File: src/asr_consts.vh
`ifndef ASR_CONSTS_VH
`define ASR_CONSTS_VH
// ----------------------------------------
// Clock and timing
// ----------------------------------------
`define ASR_CLK_HZ 50000000
`define ASR_OSC_START_US 1000
`define ASR_SETTLE_US 24000
`define ASR_RATE_HZ 125
`define ASR_OSC_START_CYC ((`ASR_CLK_HZ / 1000000) * `ASR_OSC_START_US)
`define ASR_SETTLE_CYC ((`ASR_CLK_HZ / 1000000) * `ASR_SETTLE_US)
`define ASR_PERIOD_CYC (`ASR_CLK_HZ / `ASR_RATE_HZ)
`define ASR_UPDATE_GUARD_CYC 100
// ----------------------------------------
// Word layout
// ----------------------------------------
`define ASR_RESULT_W 16
`define ASR_WORD_W 24
`define ASR_CHECK_PATTERN 3'h5
// Part identifier: arbitrary value
`define ASR_PART_IDENT 2'h2
`define ASR_FIFO_DEPTH 16
`define ASR_FIFO_AW 4
`endif

File: src/asr_sync.v
`timescale 1ns/100ps
`default_nettype none
module asr_sync (
  input wire clk_sys_i,
  input wire resetn_i,
  input wire async_i,
  output wire sync_o
);
  // ----------------------------------------
  // Two-stage synchroniser
  // ----------------------------------------
  reg meta_q;
  reg sync_q;
  always @(posedge clk_sys_i)
  begin
    if (!resetn_i)
    begin
      meta_q <= 1'b0;
      sync_q <= 1'b0;
    end
    else
    begin
      meta_q <= async_i;
      sync_q <= meta_q;
    end
  end
  assign sync_o = sync_q;
endmodule // asr_sync
`default_nettype wire

File: src/asr_fifo.v
`timescale 1ns/100ps
`default_nettype none
module asr_fifo #(
  parameter WIDTH = 17,
  parameter DEPTH = 16,
  parameter AW = 4
) (
  input wire clk_sys_i,
  input wire resetn_i,
  input wire flush_i,
  input wire in_valid_i,
  output wire in_ready_o,
  input wire [WIDTH-1:0] in_data_i,
  output wire out_valid_o,
  input wire out_ready_i,
  output wire [WIDTH-1:0] out_data_o
);
  // ----------------------------------------
  // Flip-flop storage
  // ----------------------------------------
  reg [WIDTH-1:0] mem_q [0:DEPTH-1];
  reg [AW-1:0] wr_q;
  reg [AW-1:0] rd_q;
  reg [AW:0] cnt_q;
  wire push;
  wire pop;
  assign in_ready_o = (cnt_q != DEPTH[AW:0]);
  assign out_valid_o = (cnt_q != {(AW+1){1'b0}});
  assign out_data_o = mem_q[rd_q];
  assign push = in_valid_i && in_ready_o;
  assign pop = out_valid_o && out_ready_i;
  always @(posedge clk_sys_i)
  begin
    if (push)
      mem_q[wr_q] <= in_data_i;
  end
  always @(posedge clk_sys_i)
  begin
    if (!resetn_i || flush_i)
    begin
      wr_q <= {AW{1'b0}};
      rd_q <= {AW{1'b0}};
      cnt_q <= {(AW+1){1'b0}};
    end
    else
    begin
      if (push)
        wr_q <= wr_q + 1'b1;
      if (pop)
        rd_q <= rd_q + 1'b1;
      if (push && !pop)
        cnt_q <= cnt_q + 1'b1;
      else if (pop && !push)
        cnt_q <= cnt_q - 1'b1;
    end
  end
endmodule // asr_fifo
`default_nettype wire

File: src/asr_readout.v
`timescale 1ns/100ps
`include "asr_consts.vh"
`default_nettype none
module asr_readout #(
  parameter OSC_START_CYC = `ASR_OSC_START_CYC,
  parameter SETTLE_CYC = `ASR_SETTLE_CYC,
  parameter PERIOD_CYC = `ASR_PERIOD_CYC,
  parameter GUARD_CYC = `ASR_UPDATE_GUARD_CYC
) (
  input wire clk_sys_i,
  input wire resetn_i,
  input wire powerdown_reset_n_i,
  input wire sclk_i,
  input wire [15:0] sample_i,
  input wire sample_over_i,
  input wire sample_valid_i,
  output wire sample_ready_o,
  output reg dout_rdy_o,
  output reg dout_rdy_oe_o,
  output reg running_o,
  output reg overflow_o
);
  // ----------------------------------------
  // Input synchronisers
  // ----------------------------------------
  wire pd_n_s;
  wire sclk_s;
  asr_sync u_sync_pd (
    .clk_sys_i(clk_sys_i),
    .resetn_i(resetn_i),
    .async_i(powerdown_reset_n_i),
    .sync_o(pd_n_s)
  );
  asr_sync u_sync_sclk (
    .clk_sys_i(clk_sys_i),
    .resetn_i(resetn_i),
    .async_i(sclk_i),
    .sync_o(sclk_s)
  );
  reg sclk_d1_q;
  wire sclk_fall = sclk_d1_q && !sclk_s;
  wire sclk_rise = !sclk_d1_q && sclk_s;
  wire active = resetn_i && pd_n_s;
  // ----------------------------------------
  // Sample FIFO
  // ----------------------------------------
  // Filter front end is modelled as a sample stream; fifo drained per conversion
  wire fifo_valid;
  wire fifo_ready;
  wire [16:0] fifo_data;
  wire take;
  reg sample_ready_q;
  asr_fifo #(
    .WIDTH(17),
    .DEPTH(`ASR_FIFO_DEPTH),
    .AW(`ASR_FIFO_AW)
  ) u_fifo (
    .clk_sys_i(clk_sys_i),
    .resetn_i(resetn_i),
    .flush_i(!pd_n_s),
    .in_valid_i(sample_valid_i && sample_ready_q),
    .in_ready_o(fifo_ready),
    .in_data_i({sample_over_i, sample_i}),
    .out_valid_o(fifo_valid),
    .out_ready_i(take),
    .out_data_o(fifo_data)
  );
  // ----------------------------------------
  // Sample ready
  // ----------------------------------------
  // Ready is registered, so a mirror of the fill level looks one push ahead
  localparam [4:0] LVL_FULL = 5'h10;
  reg [4:0] lvl_q;
  reg [4:0] lvl_d;
  wire fifo_push = sample_valid_i && sample_ready_q && fifo_ready;
  always @*
  begin
    lvl_d = lvl_q;
    if (fifo_push && !take)
      lvl_d = lvl_q + 5'h1;
    else if (take && !fifo_push)
      lvl_d = lvl_q - 5'h1;
  end
  always @(posedge clk_sys_i)
  begin
    if (!resetn_i || !pd_n_s)
    begin
      lvl_q <= 5'h0;
      sample_ready_q <= 1'b0;
    end
    else
    begin
      lvl_q <= lvl_d;
      sample_ready_q <= (lvl_d < LVL_FULL);
    end
  end
  assign sample_ready_o = sample_ready_q;
  // ----------------------------------------
  // Conversion timer
  // ----------------------------------------
  localparam ST_OFF = 2'h0;
  localparam ST_OSC = 2'h1;
  localparam ST_SETTLE = 2'h2;
  localparam ST_RUN = 2'h3;
  reg [1:0] st_q;
  reg [1:0] st_d;
  reg [20:0] tmr_q;
  reg [20:0] tmr_d;
  wire conv_done = (st_q == ST_RUN || st_q == ST_SETTLE) && tmr_q == 21'h0;
  // Guard window before update: line forced high
  wire in_guard = (st_q == ST_RUN) && (tmr_q < GUARD_CYC[20:0]);
  assign take = conv_done && fifo_valid;
  always @*
  begin
    st_d = st_q;
    tmr_d = tmr_q;
    case (st_q)
      ST_OFF:
      begin
        st_d = ST_OSC;
        tmr_d = OSC_START_CYC[20:0] - 21'h1;
      end
      ST_OSC:
      begin
        if (tmr_q == 21'h0)
        begin
          st_d = ST_SETTLE;
          tmr_d = SETTLE_CYC[20:0] - 21'h1;
        end
        else
          tmr_d = tmr_q - 21'h1;
      end
      ST_SETTLE, ST_RUN:
      begin
        if (tmr_q == 21'h0)
        begin
          st_d = ST_RUN;
          tmr_d = PERIOD_CYC[20:0] - 21'h1;
        end
        else
          tmr_d = tmr_q - 21'h1;
      end
      default:
      begin
        st_d = ST_OFF;
        tmr_d = 21'h0;
      end
    endcase
  end
  // ----------------------------------------
  // Output word and shifter
  // ----------------------------------------
  reg [23:0] shift_q;
  reg [4:0] bits_q;
  reg avail_q;
  reg busy_q;
  wire [7:0] status;
  wire [23:0] word_next;
  localparam [4:0] WORD_BITS = 5'd24;
  // ----------------------------------------
  // Status byte
  // ----------------------------------------
  wire status_rdy_n = 1'b0;
  wire status_zero = 1'b0;
  wire status_err = fifo_data[16];
  wire [1:0] part_ident = `ASR_PART_IDENT;
  wire [2:0] check_pattern = `ASR_CHECK_PATTERN;
  wire part_ident_hi = part_ident[1];
  wire part_ident_lo = part_ident[0];
  wire check_pattern_b2 = check_pattern[2];
  wire check_pattern_b1 = check_pattern[1];
  wire check_pattern_b0 = check_pattern[0];
  assign status = {status_rdy_n, status_zero, status_err, part_ident_hi, part_ident_lo,
    check_pattern_b2, check_pattern_b1, check_pattern_b0};
  assign word_next = {fifo_data[15:0], status};
  // Half-read words count as unread: the host sees its pattern fail
  wire withdraw = avail_q && in_guard;
  wire last_bit = busy_q && sclk_rise && (bits_q == WORD_BITS);
  // ----------------------------------------
  // Serial clock edges
  // ----------------------------------------
  // Preset to idle high: no false edge on release
  always @(posedge clk_sys_i)
  begin
    if (!active)
      sclk_d1_q <= 1'b1;
    else
      sclk_d1_q <= sclk_s;
  end
  // ----------------------------------------
  // Timer registers
  // ----------------------------------------
  always @(posedge clk_sys_i)
  begin
    if (!active)
    begin
      st_q <= ST_OFF;
      tmr_q <= 21'h0;
    end
    else
    begin
      st_q <= st_d;
      tmr_q <= tmr_d;
    end
  end
  // ----------------------------------------
  // Phase and line enable
  // ----------------------------------------
  always @(posedge clk_sys_i)
  begin
    if (!active)
    begin
      running_o <= 1'b0;
      dout_rdy_oe_o <= 1'b0;
    end
    else
    begin
      // From next state: the flag rises with the first word
      running_o <= (st_d == ST_RUN);
      dout_rdy_oe_o <= 1'b1;
    end
  end
  // ----------------------------------------
  // Overflow flag
  // ----------------------------------------
  // Sticky until power-down; a starved filter leaves no word to offer
  always @(posedge clk_sys_i)
  begin
    if (!active)
      overflow_o <= 1'b0;
    else if (conv_done && !fifo_valid)
      overflow_o <= 1'b1;
  end
  // ----------------------------------------
  // Shifter and line
  // ----------------------------------------
  always @(posedge clk_sys_i)
  begin
    if (!active)
    begin
      shift_q <= 24'h0;
      bits_q <= 5'h0;
      avail_q <= 1'b0;
      busy_q <= 1'b0;
      dout_rdy_o <= 1'b1;
    end
    else if (conv_done)
    begin
      // Interface reset; aborts partial reads
      bits_q <= 5'h0;
      busy_q <= 1'b0;
      avail_q <= fifo_valid;
      dout_rdy_o <= !fifo_valid;
      if (fifo_valid)
        shift_q <= word_next;
    end
    else if (withdraw)
    begin
      avail_q <= 1'b0;
      busy_q <= 1'b0;
      bits_q <= 5'h0;
      dout_rdy_o <= 1'b1;
    end
    else if (avail_q && sclk_fall)
    begin
      busy_q <= 1'b1;
      dout_rdy_o <= shift_q[23];
      shift_q <= {shift_q[22:0], 1'b0};
      bits_q <= bits_q + 5'h1;
    end
    else if (last_bit)
    begin
      // Last bit sampled: word spent
      avail_q <= 1'b0;
      busy_q <= 1'b0;
      bits_q <= 5'h0;
      dout_rdy_o <= 1'b1;
    end
  end
endmodule // asr_readout
`default_nettype wire

File: config.mk
export PLATFORM = sky130hd
export DESIGN_NAME = asr_readout
export DESIGN_NICKNAME = d
export VERILOG_FILES = /design/src/asr_sync.v /design/src/asr_fifo.v /design/src/asr_readout.v
export VERILOG_INCLUDE_DIRS = /design/src
export SDC_FILE = /design/constraint.sdc
export NUM_CORES = 1
export LEC_CHECK = 0
export ABC_CLOCK_PERIOD_IN_PS = 7400
export BUFFER_PORTS_ARGS = -buffer_cell sky130_fd_sc_hd__buf_2
export CORE_MARGIN = 8
export CORE_UTILIZATION = 66
export DETAILED_ROUTE_END_ITERATION = 8
export GPL_ROUTABILITY_DRIVEN = 1
export PLACE_DENSITY_LB_ADDON = 0.08
export SYNTH_ARGS = -nofsm -noshare
export SYNTH_HDL_FRONTEND = slang
export SYNTH_SLANG_ARGS = --single-unit
File: constraint.sdc
create_clock -name clk_sys_i -period 7.4 [get_ports clk_sys_i]
set_input_delay 1.48 -clock clk_sys_i [delete_from_list [all_inputs] [get_ports clk_sys_i]]
set_output_delay 1.48 -clock clk_sys_i [all_outputs]
set_load 0.02 [all_outputs]
==> metrics, run 1 <==
status finished clean; vias after detailed routing just over 8000; final non-filler cell total roughly 1300; Die Wd ~160 um; Final Cell Area between 15000 and 20000 sq um; WHS roughly 0.43 ns; endpoints failing setup 0; CTS buffer count 37; Leak roughly 5 nW; Post-layout nets between 900 and 1000; Worst EP arrival 4.39 ns; Pwr Total ~4.0 mW; Layout area overhead 10.7%; largest net degree at the start of global routing between 40 and 50; post-synth top area share 0.568; Max Fclk approximately 250 MHz; Die Y ~160 um; antenna viol nets, final 0; top post-synthesis cells by count edfxtp_1 (272), dfxtp_1 (86), mux2i_1 (51), nor2_1 (51), mux4_2 (43); element type at the critical path start input pin; Critical Path RT 7.85 ns; Final Cycle Share 0.533; Avg Inst Size Synth ~16 sq um; Hold-fix buffers, CTS 0; setup tns final 0 ns; first-pass GRT wire length 48600 um; Placeable Area 21600 sq um; Final GP Congestion roughly 0.93; Worst-path clk slew approximately 0.060 ns; DP HPWL slightly below 20000 um; Distinct cells, synth 61; Worst Hold Class reg -> reg; Detailed Route Iter0 Violations approximately 870; Root Buffer clkbuf_16; cell taking the most area after synthesis edfxtp_1; Post-Syn Nets around 960; CTS max path bufs 3; reg2reg start tmr_q[10]$_SDFF_PN0_; Reg-to-Reg End u_fifo.cnt_q[4]$_SDFFE_PN0P_; gr usage total 0.240; post-synthesis async set-or-reset flop share 0; Reg2Reg Setup Slack around 3.7 ns; layout filler cell count roughly 1300; Site Rows 54; Critical Path Source sample_valid_i; Placed Area 14800 sq um; Slew @ Worst Pin around 1.3 ns; CTS sink count between 300 and 400; Post-synth EDFFs 272; vias in the first global route approximately 8500; CTS H-tree lvls 2; most frequent cell after synthesis edfxtp_1; number of max-cap violations 0; total grt overflow 0; RSZ-0062 raised after global routing false; DRC 0; CP Class in -> reg; Worst-Skew Late Latency between 0.5 and 0.6 ns; Slew Limit Fails 0; final core occ 0.737; DP Worst Slack approximately 3.0 ns; initial antenna violation count 0; Setup Fix Bufs, Post-CTS 0; worst setup path end u_fifo.cnt_q[4]$_SDFFE_PN0P_; IO Count 27; die area between 20000 and 30000 sq um; DR pass1 iterations 6; post-layout min period 3.94 ns; Fin Clk Skew 0.0280 ns; Max-slew headroom 0.158; CTS tree yes; Total Wirelength 31300 um; peak supply drop about 0.26 mV; n_diodes 0; IO buf count 26; placed cells between 1000 and 1500; mapped cell area 14400 sq um; PnR worst setup slack ~3.5 ns; synthesis warning total 0; Most used DFF post-synth edfxtp_1; largest cells by area after synthesis edfxtp_1 (57%), dfxtp_1 (12%), mux4_2 (6.7%); Final Hold Viols 0; PwrDens approximately 250 nW/um^2; share of layout cells above drive strength 1 0.173; Post-Syn Instances 923; post-CTS sizing 0; Starting Density 0.665; Synth Register Bits approximately 360; sequential area share after synthesis 0.687; cell count of the worst reg-to-reg path 11; Routed wire per std cell 25.0 um; critical path capture point type flip-flop; vias per cell roughly 6.6; hold path depth 1; crit path max fanout 10
[where the power goes]
part           internal [mW]  leakage (nW)  switching, mW  total (mW)
Clock                   1.03         0.566          0.735        1.77
Combinational         0.0250          1.37         0.0582      0.0832
Sequential              2.16          3.14        0.00347        2.16
[routing by layer]
metal / vias to the layer above / GRT usage / routed length, um
met5: - / 0 / 0
met4: 0 / 0.0917 / 946
met3: 67 / 0.0436 / 2290
met2: 369 / 0.397 / 15600
met1: 4139 / 0.314 / 12500
li1: 3703 / - / -
[cell usage in the layout (no fill, tap or decap), types with 10 or more instances in the layout]
cell type	netlist	routed
buf_2	12	26
nand4_1	10	10
buf_4	7	10
ha_1	16	16
a21oi_1	39	39
nor2_1	51	39
inv_1	19	19
nand3_1	30	30
mux4_2	43	43
xnor2_1	17	17
clkbuf_16	0	37
edfxtp_1	272	272
nand2b_1	11	11
o21ai_0	17	17
o211ai_1	14	14
nand2_1	29	29
nor2_2	0	12
dfxtp_1	86	84
and2_1	13	13
mux2i_1	51	51
a221oi_1	31	31
[worst max-delay path: stages]
cell	delay [ns]
buf_2	0.08
nand2_1	0.04
a21oi_1	0.72
ha_1	0.49
inv_1	0.21
fa_1	0.45
a21o_1	0.17
a21oi_1	0.17
xnor2_1	0.09
or3_1	0.32
a21oi_1	0.16
[worst min-delay path by stage]
stage                                   from                            end  slack (ns)
3_3_place_gp     u_sync_pd.meta_q$_SDFF_PN0_    u_sync_pd.sync_o$_SDFF_PN0_        0.42
6_report         u_sync_pd.meta_q$_SDFF_PN0_    u_sync_pd.sync_o$_SDFF_PN0_        0.43
3_5_place_dp   u_sync_sclk.meta_q$_SDFF_PN0_  u_sync_sclk.sync_o$_SDFF_PN0_        0.43
5_1_grt        u_sync_sclk.meta_q$_SDFF_PN0_  u_sync_sclk.sync_o$_SDFF_PN0_        0.46
4_1_cts          u_sync_pd.meta_q$_SDFF_PN0_    u_sync_pd.sync_o$_SDFF_PN0_        0.44
2_1_floorplan    u_sync_pd.meta_q$_SDFF_PN0_    u_sync_pd.sync_o$_SDFF_PN0_        0.41
[layout make-up]
cell class / count / area [sq um] / share of cell area
Sequential cell: 358 / 9890 / 0.621
Multi-Input combinational cell: 497 / 4260 / 0.267
Clock buffer: 46 / 1010 / 0.0634
Tap cell: 280 / 350 / 0.0220
Timing Repair Buffer: 36 / 205 / 0.0129
Clock inverter: 16 / 138 / 0.00864
Inverter: 20 / 75.1 / 0.00471
[flip-flops by register name, summed over array words and instances (netlist names), named ones only]
signal,cells
running_o,1
busy_q,1
st_q,2
u_sync_sclk.meta_q,1
lvl_q,5
u_fifo.mem_q,272
tmr_q,21
u_sync_sclk.sync_o,1
sclk_d1_q,1
u_fifo.rd_q,4
u_sync_pd.sync_o,1
dout_rdy_o,1
u_fifo.cnt_q,5
dout_rdy_oe_o,1
overflow_o,1
u_fifo.wr_q,4
shift_q,24
avail_q,1
sample_ready_o,1
bits_q,5
u_sync_pd.meta_q,1
[cell families (layout without fill, tap and decap cells)]
kind of cell,Yosys count,in the layout,synth area share
XOR/XNOR,26,26,0.0158
flip-flops,358,358,0.687
multiplexers,94,94,0.103
buffers and inverters,68,118,0.0206
AND/OR/NAND/NOR,194,194,0.0724
AO/OA/AOI/OAI,166,166,0.0857
adder cells (fa/ha/maj),17,17,0.0153
Power figures use the tool's default switching activity.
==> run 2: changes to the inputs <==
- ABC_CLOCK_PERIOD_IN_PS: 7400 -> 3850
- CORE_UTILIZATION: 66 -> 62
- clock period: 7.4 -> 3.85 ns (I/O delays scaled with it)
==> run 2 against run 1 <==
- clock skew down 0.014 ns
- non-clock buffer count up 22
- wire length up 2.8%
- setup slack worse by 3.0 ns
- critical path type is now reg -> reg
- largest cell class unchanged
==> metrics, run 2 (synthesized netlist as in run 1, its figures left out) <==
commonest non-fill, non-tap cell in the layout edfxtp_1; clock share of power 0.425 (-0.016); Final Hold Viols 0 (unchanged); Setup Fix Bufs, Post-CTS 0 (unchanged); Final Cycle Share 0.873; hold worst-path end u_sync_sclk.sync_o$_SDFF_PN0_; setup tns final 0 ns (unchanged); Fin Clk Skew 0.0138 ns (-0.0142 ns); Hold Startpoint u_sync_sclk.meta_q$_SDFF_PN0_; Post-layout nets 1010 (+2.1%); element type at the critical path start flip-flop; Layout area overhead 11.5%; Routed wire per std cell 25.1 um (+0.61%); first-pass GRT wire length 49500 um (+1.8%); gr usage total 0.229 (-0.0112); Total Wirelength 32200 um (+2.8%); most frequent cells in the layout edfxtp_1 (272), dfxtp_1 (84), mux2i_1 (51), mux4_2 (43); net load switching power 1.47 mW (+84%); Worst-Skew Late Latency 0.52 ns (about the same); number of max-cap violations 0 (unchanged); vias in the first global route 8547 (+0.79%); IO buf count 26 (unchanged); vias per cell 6.59 (-0.19%); CTS tree yes; Detailed Route Iter0 Violations 834 (-4.6%); met3 Usage GRT 0.0400 (-0.00361); Starting Density 0.634 (-0.0319); Reg2Reg Setup Slack 0.49 ns (-3.16 ns); PwrDens 467 nW/um^2 (+85%); largest net degree at the start of global routing 43 (-10%); crit path max fanout 9 (-1); CTS sink count 358 (unchanged); DR pass1 iterations 5 (-1); Critical Path Source u_fifo.cnt_q[0]$_SDFFE_PN0P_; hold path depth 1 (unchanged); die area 28300 sq um (+5.8%); largest registers u_fifo.mem_q (272), shift_q (24), tmr_q (21); Final Cell Area 16000 sq um (+0.73%); Sequential Power Share 0.555 (+0.016); met2 usage 0.390 (-0.00698); GR Util met1 0.287 (-0.0270); status finished clean; CTS H-tree lvls 2 (unchanged); n_diodes 0 (unchanged); vias after detailed routing 8440 (+2.0%); Slew @ Worst Pin 0.828 ns (-0.428 ns); DRC 0 (unchanged); Worst-path clk slew 0.06 ns (about the same); Leak 5.15 nW (+1.4%); most flop-heavy register u_fifo.mem_q; Switching Fraction 0.196 (-0.00251); share of layout cells above drive strength 1 0.184 (+0.0113); DP HPWL 19100 um (-0.94%); Critical Path RT 4.29 ns (-3.56 ns); endpoints failing setup 0 (unchanged); IO Count 27 (unchanged); total grt overflow 0 (unchanged); peak supply drop 0.347 mV (+32%); Placed Area 15000 sq um (+1.3%); Int Power 6.03 mW (+87%); cell count of the worst reg-to-reg path 11 (unchanged); CTS buffer count 36 (-2.7%); Reg-to-Reg End u_fifo.cnt_q[4]$_SDFFE_PN0P_; Slew Limit Fails 0 (unchanged); Max-slew headroom 0.448 (+0.289); Root Buffer clkbuf_16; Placeable Area 22700 sq um (+5.0%); Largest register FFs 272 (unchanged); Worst Hold Class reg -> reg; Hold-fix buffers, CTS 0 (unchanged); RSZ-0062 raised after global routing false; post-CTS sizing 0 (unchanged); Max Fclk approximately 300 MHz; reg2reg start u_fifo.cnt_q[0]$_SDFFE_PN0P_; Comb power frac 0.020 (about the same); antenna viol nets, final 0 (unchanged); CP Class reg -> reg; Final GP Congestion 0.802 (-14%); WHS 0.448 ns (+0.0161 ns); Most Crowded Layer GR met2; post-layout min period roughly 3.4 ns; critical path capture point type flip-flop; Site Rows 55 (+1.9%); initial antenna violation count 0 (unchanged); final core occ 0.707 (-0.0302); Worst EP arrival 3.80 ns (-0.59 ns); Die Y 168 um (+2.9%); CTS max path bufs 3 (unchanged); Die Wd 168 um (+2.9%)
## run 2: layer usage
layer	vias to the layer above	share of wire
met2	277	0.51
li1	3753	-
met3	68	0.058
met1	4342	0.40
met5	-	0
met4	0	0.032
## run 2: power groups by stage
stage / sequential (mW) / clock [mW] / combinational (mW)
after floorplan: 4.24 / 0 / 0.0857
after global placement: 4.24 / 0 / 0.143
after detailed placement: 4.24 / 0 / 0.151
after CTS: 4.16 / 3.23 / 0.153
after global routing: 4.16 / 3.38 / 0.170
final: 4.16 / 3.18 / 0.153
## run 2: per-stage QoR
step	setup WS (ns)	total power, mW	cells
after floorplan	0.524	4.33	923
after global placement	0.657	4.39	1218
after detailed placement	0.581	4.39	1218
after CTS	0.547	7.54	1280
after global routing	0.204	7.71	1280
final	0.490	7.50	1280
## run 2: how the worst max path moves through the flow
stage | to | slack [ns] | cells after the start
floorplan | u_fifo.cnt_q[4]$_SDFFE_PN0P_ | 0.52 | 14
global placement | u_fifo.cnt_q[4]$_SDFFE_PN0P_ | 0.66 | 11
detailed placement | u_fifo.cnt_q[4]$_SDFFE_PN0P_ | 0.58 | 11
CTS | u_fifo.cnt_q[4]$_SDFFE_PN0P_ | 0.55 | 11
global route | u_fifo.cnt_q[4]$_SDFFE_PN0P_ | 0.20 | 11
finish | u_fifo.cnt_q[4]$_SDFFE_PN0P_ | 0.49 | 11
## run 2: critical path, stage by stage, from the launching register on
cell      delay (ns)
dfxtp_1         0.36
nor4_1          0.62
nand2b_1        0.26
nand3_2         0.14
ha_1            0.34
inv_1           0.23
fa_1            0.45
a21o_1          0.17
a21oi_1         0.17
xnor2_1         0.09
or3_1           0.31
a21oi_1         0.14
## run 2: layout make-up
type	instances	area [sq um]
Sequential cell	358	9890
Fill cell	1436	6660
Multi-Input combinational cell	497	4260
Clock buffer	52	1010
Timing Repair Buffer	58	395
Tap cell	285	357
Inverter	20	75.1
Clock inverter	10	53.8
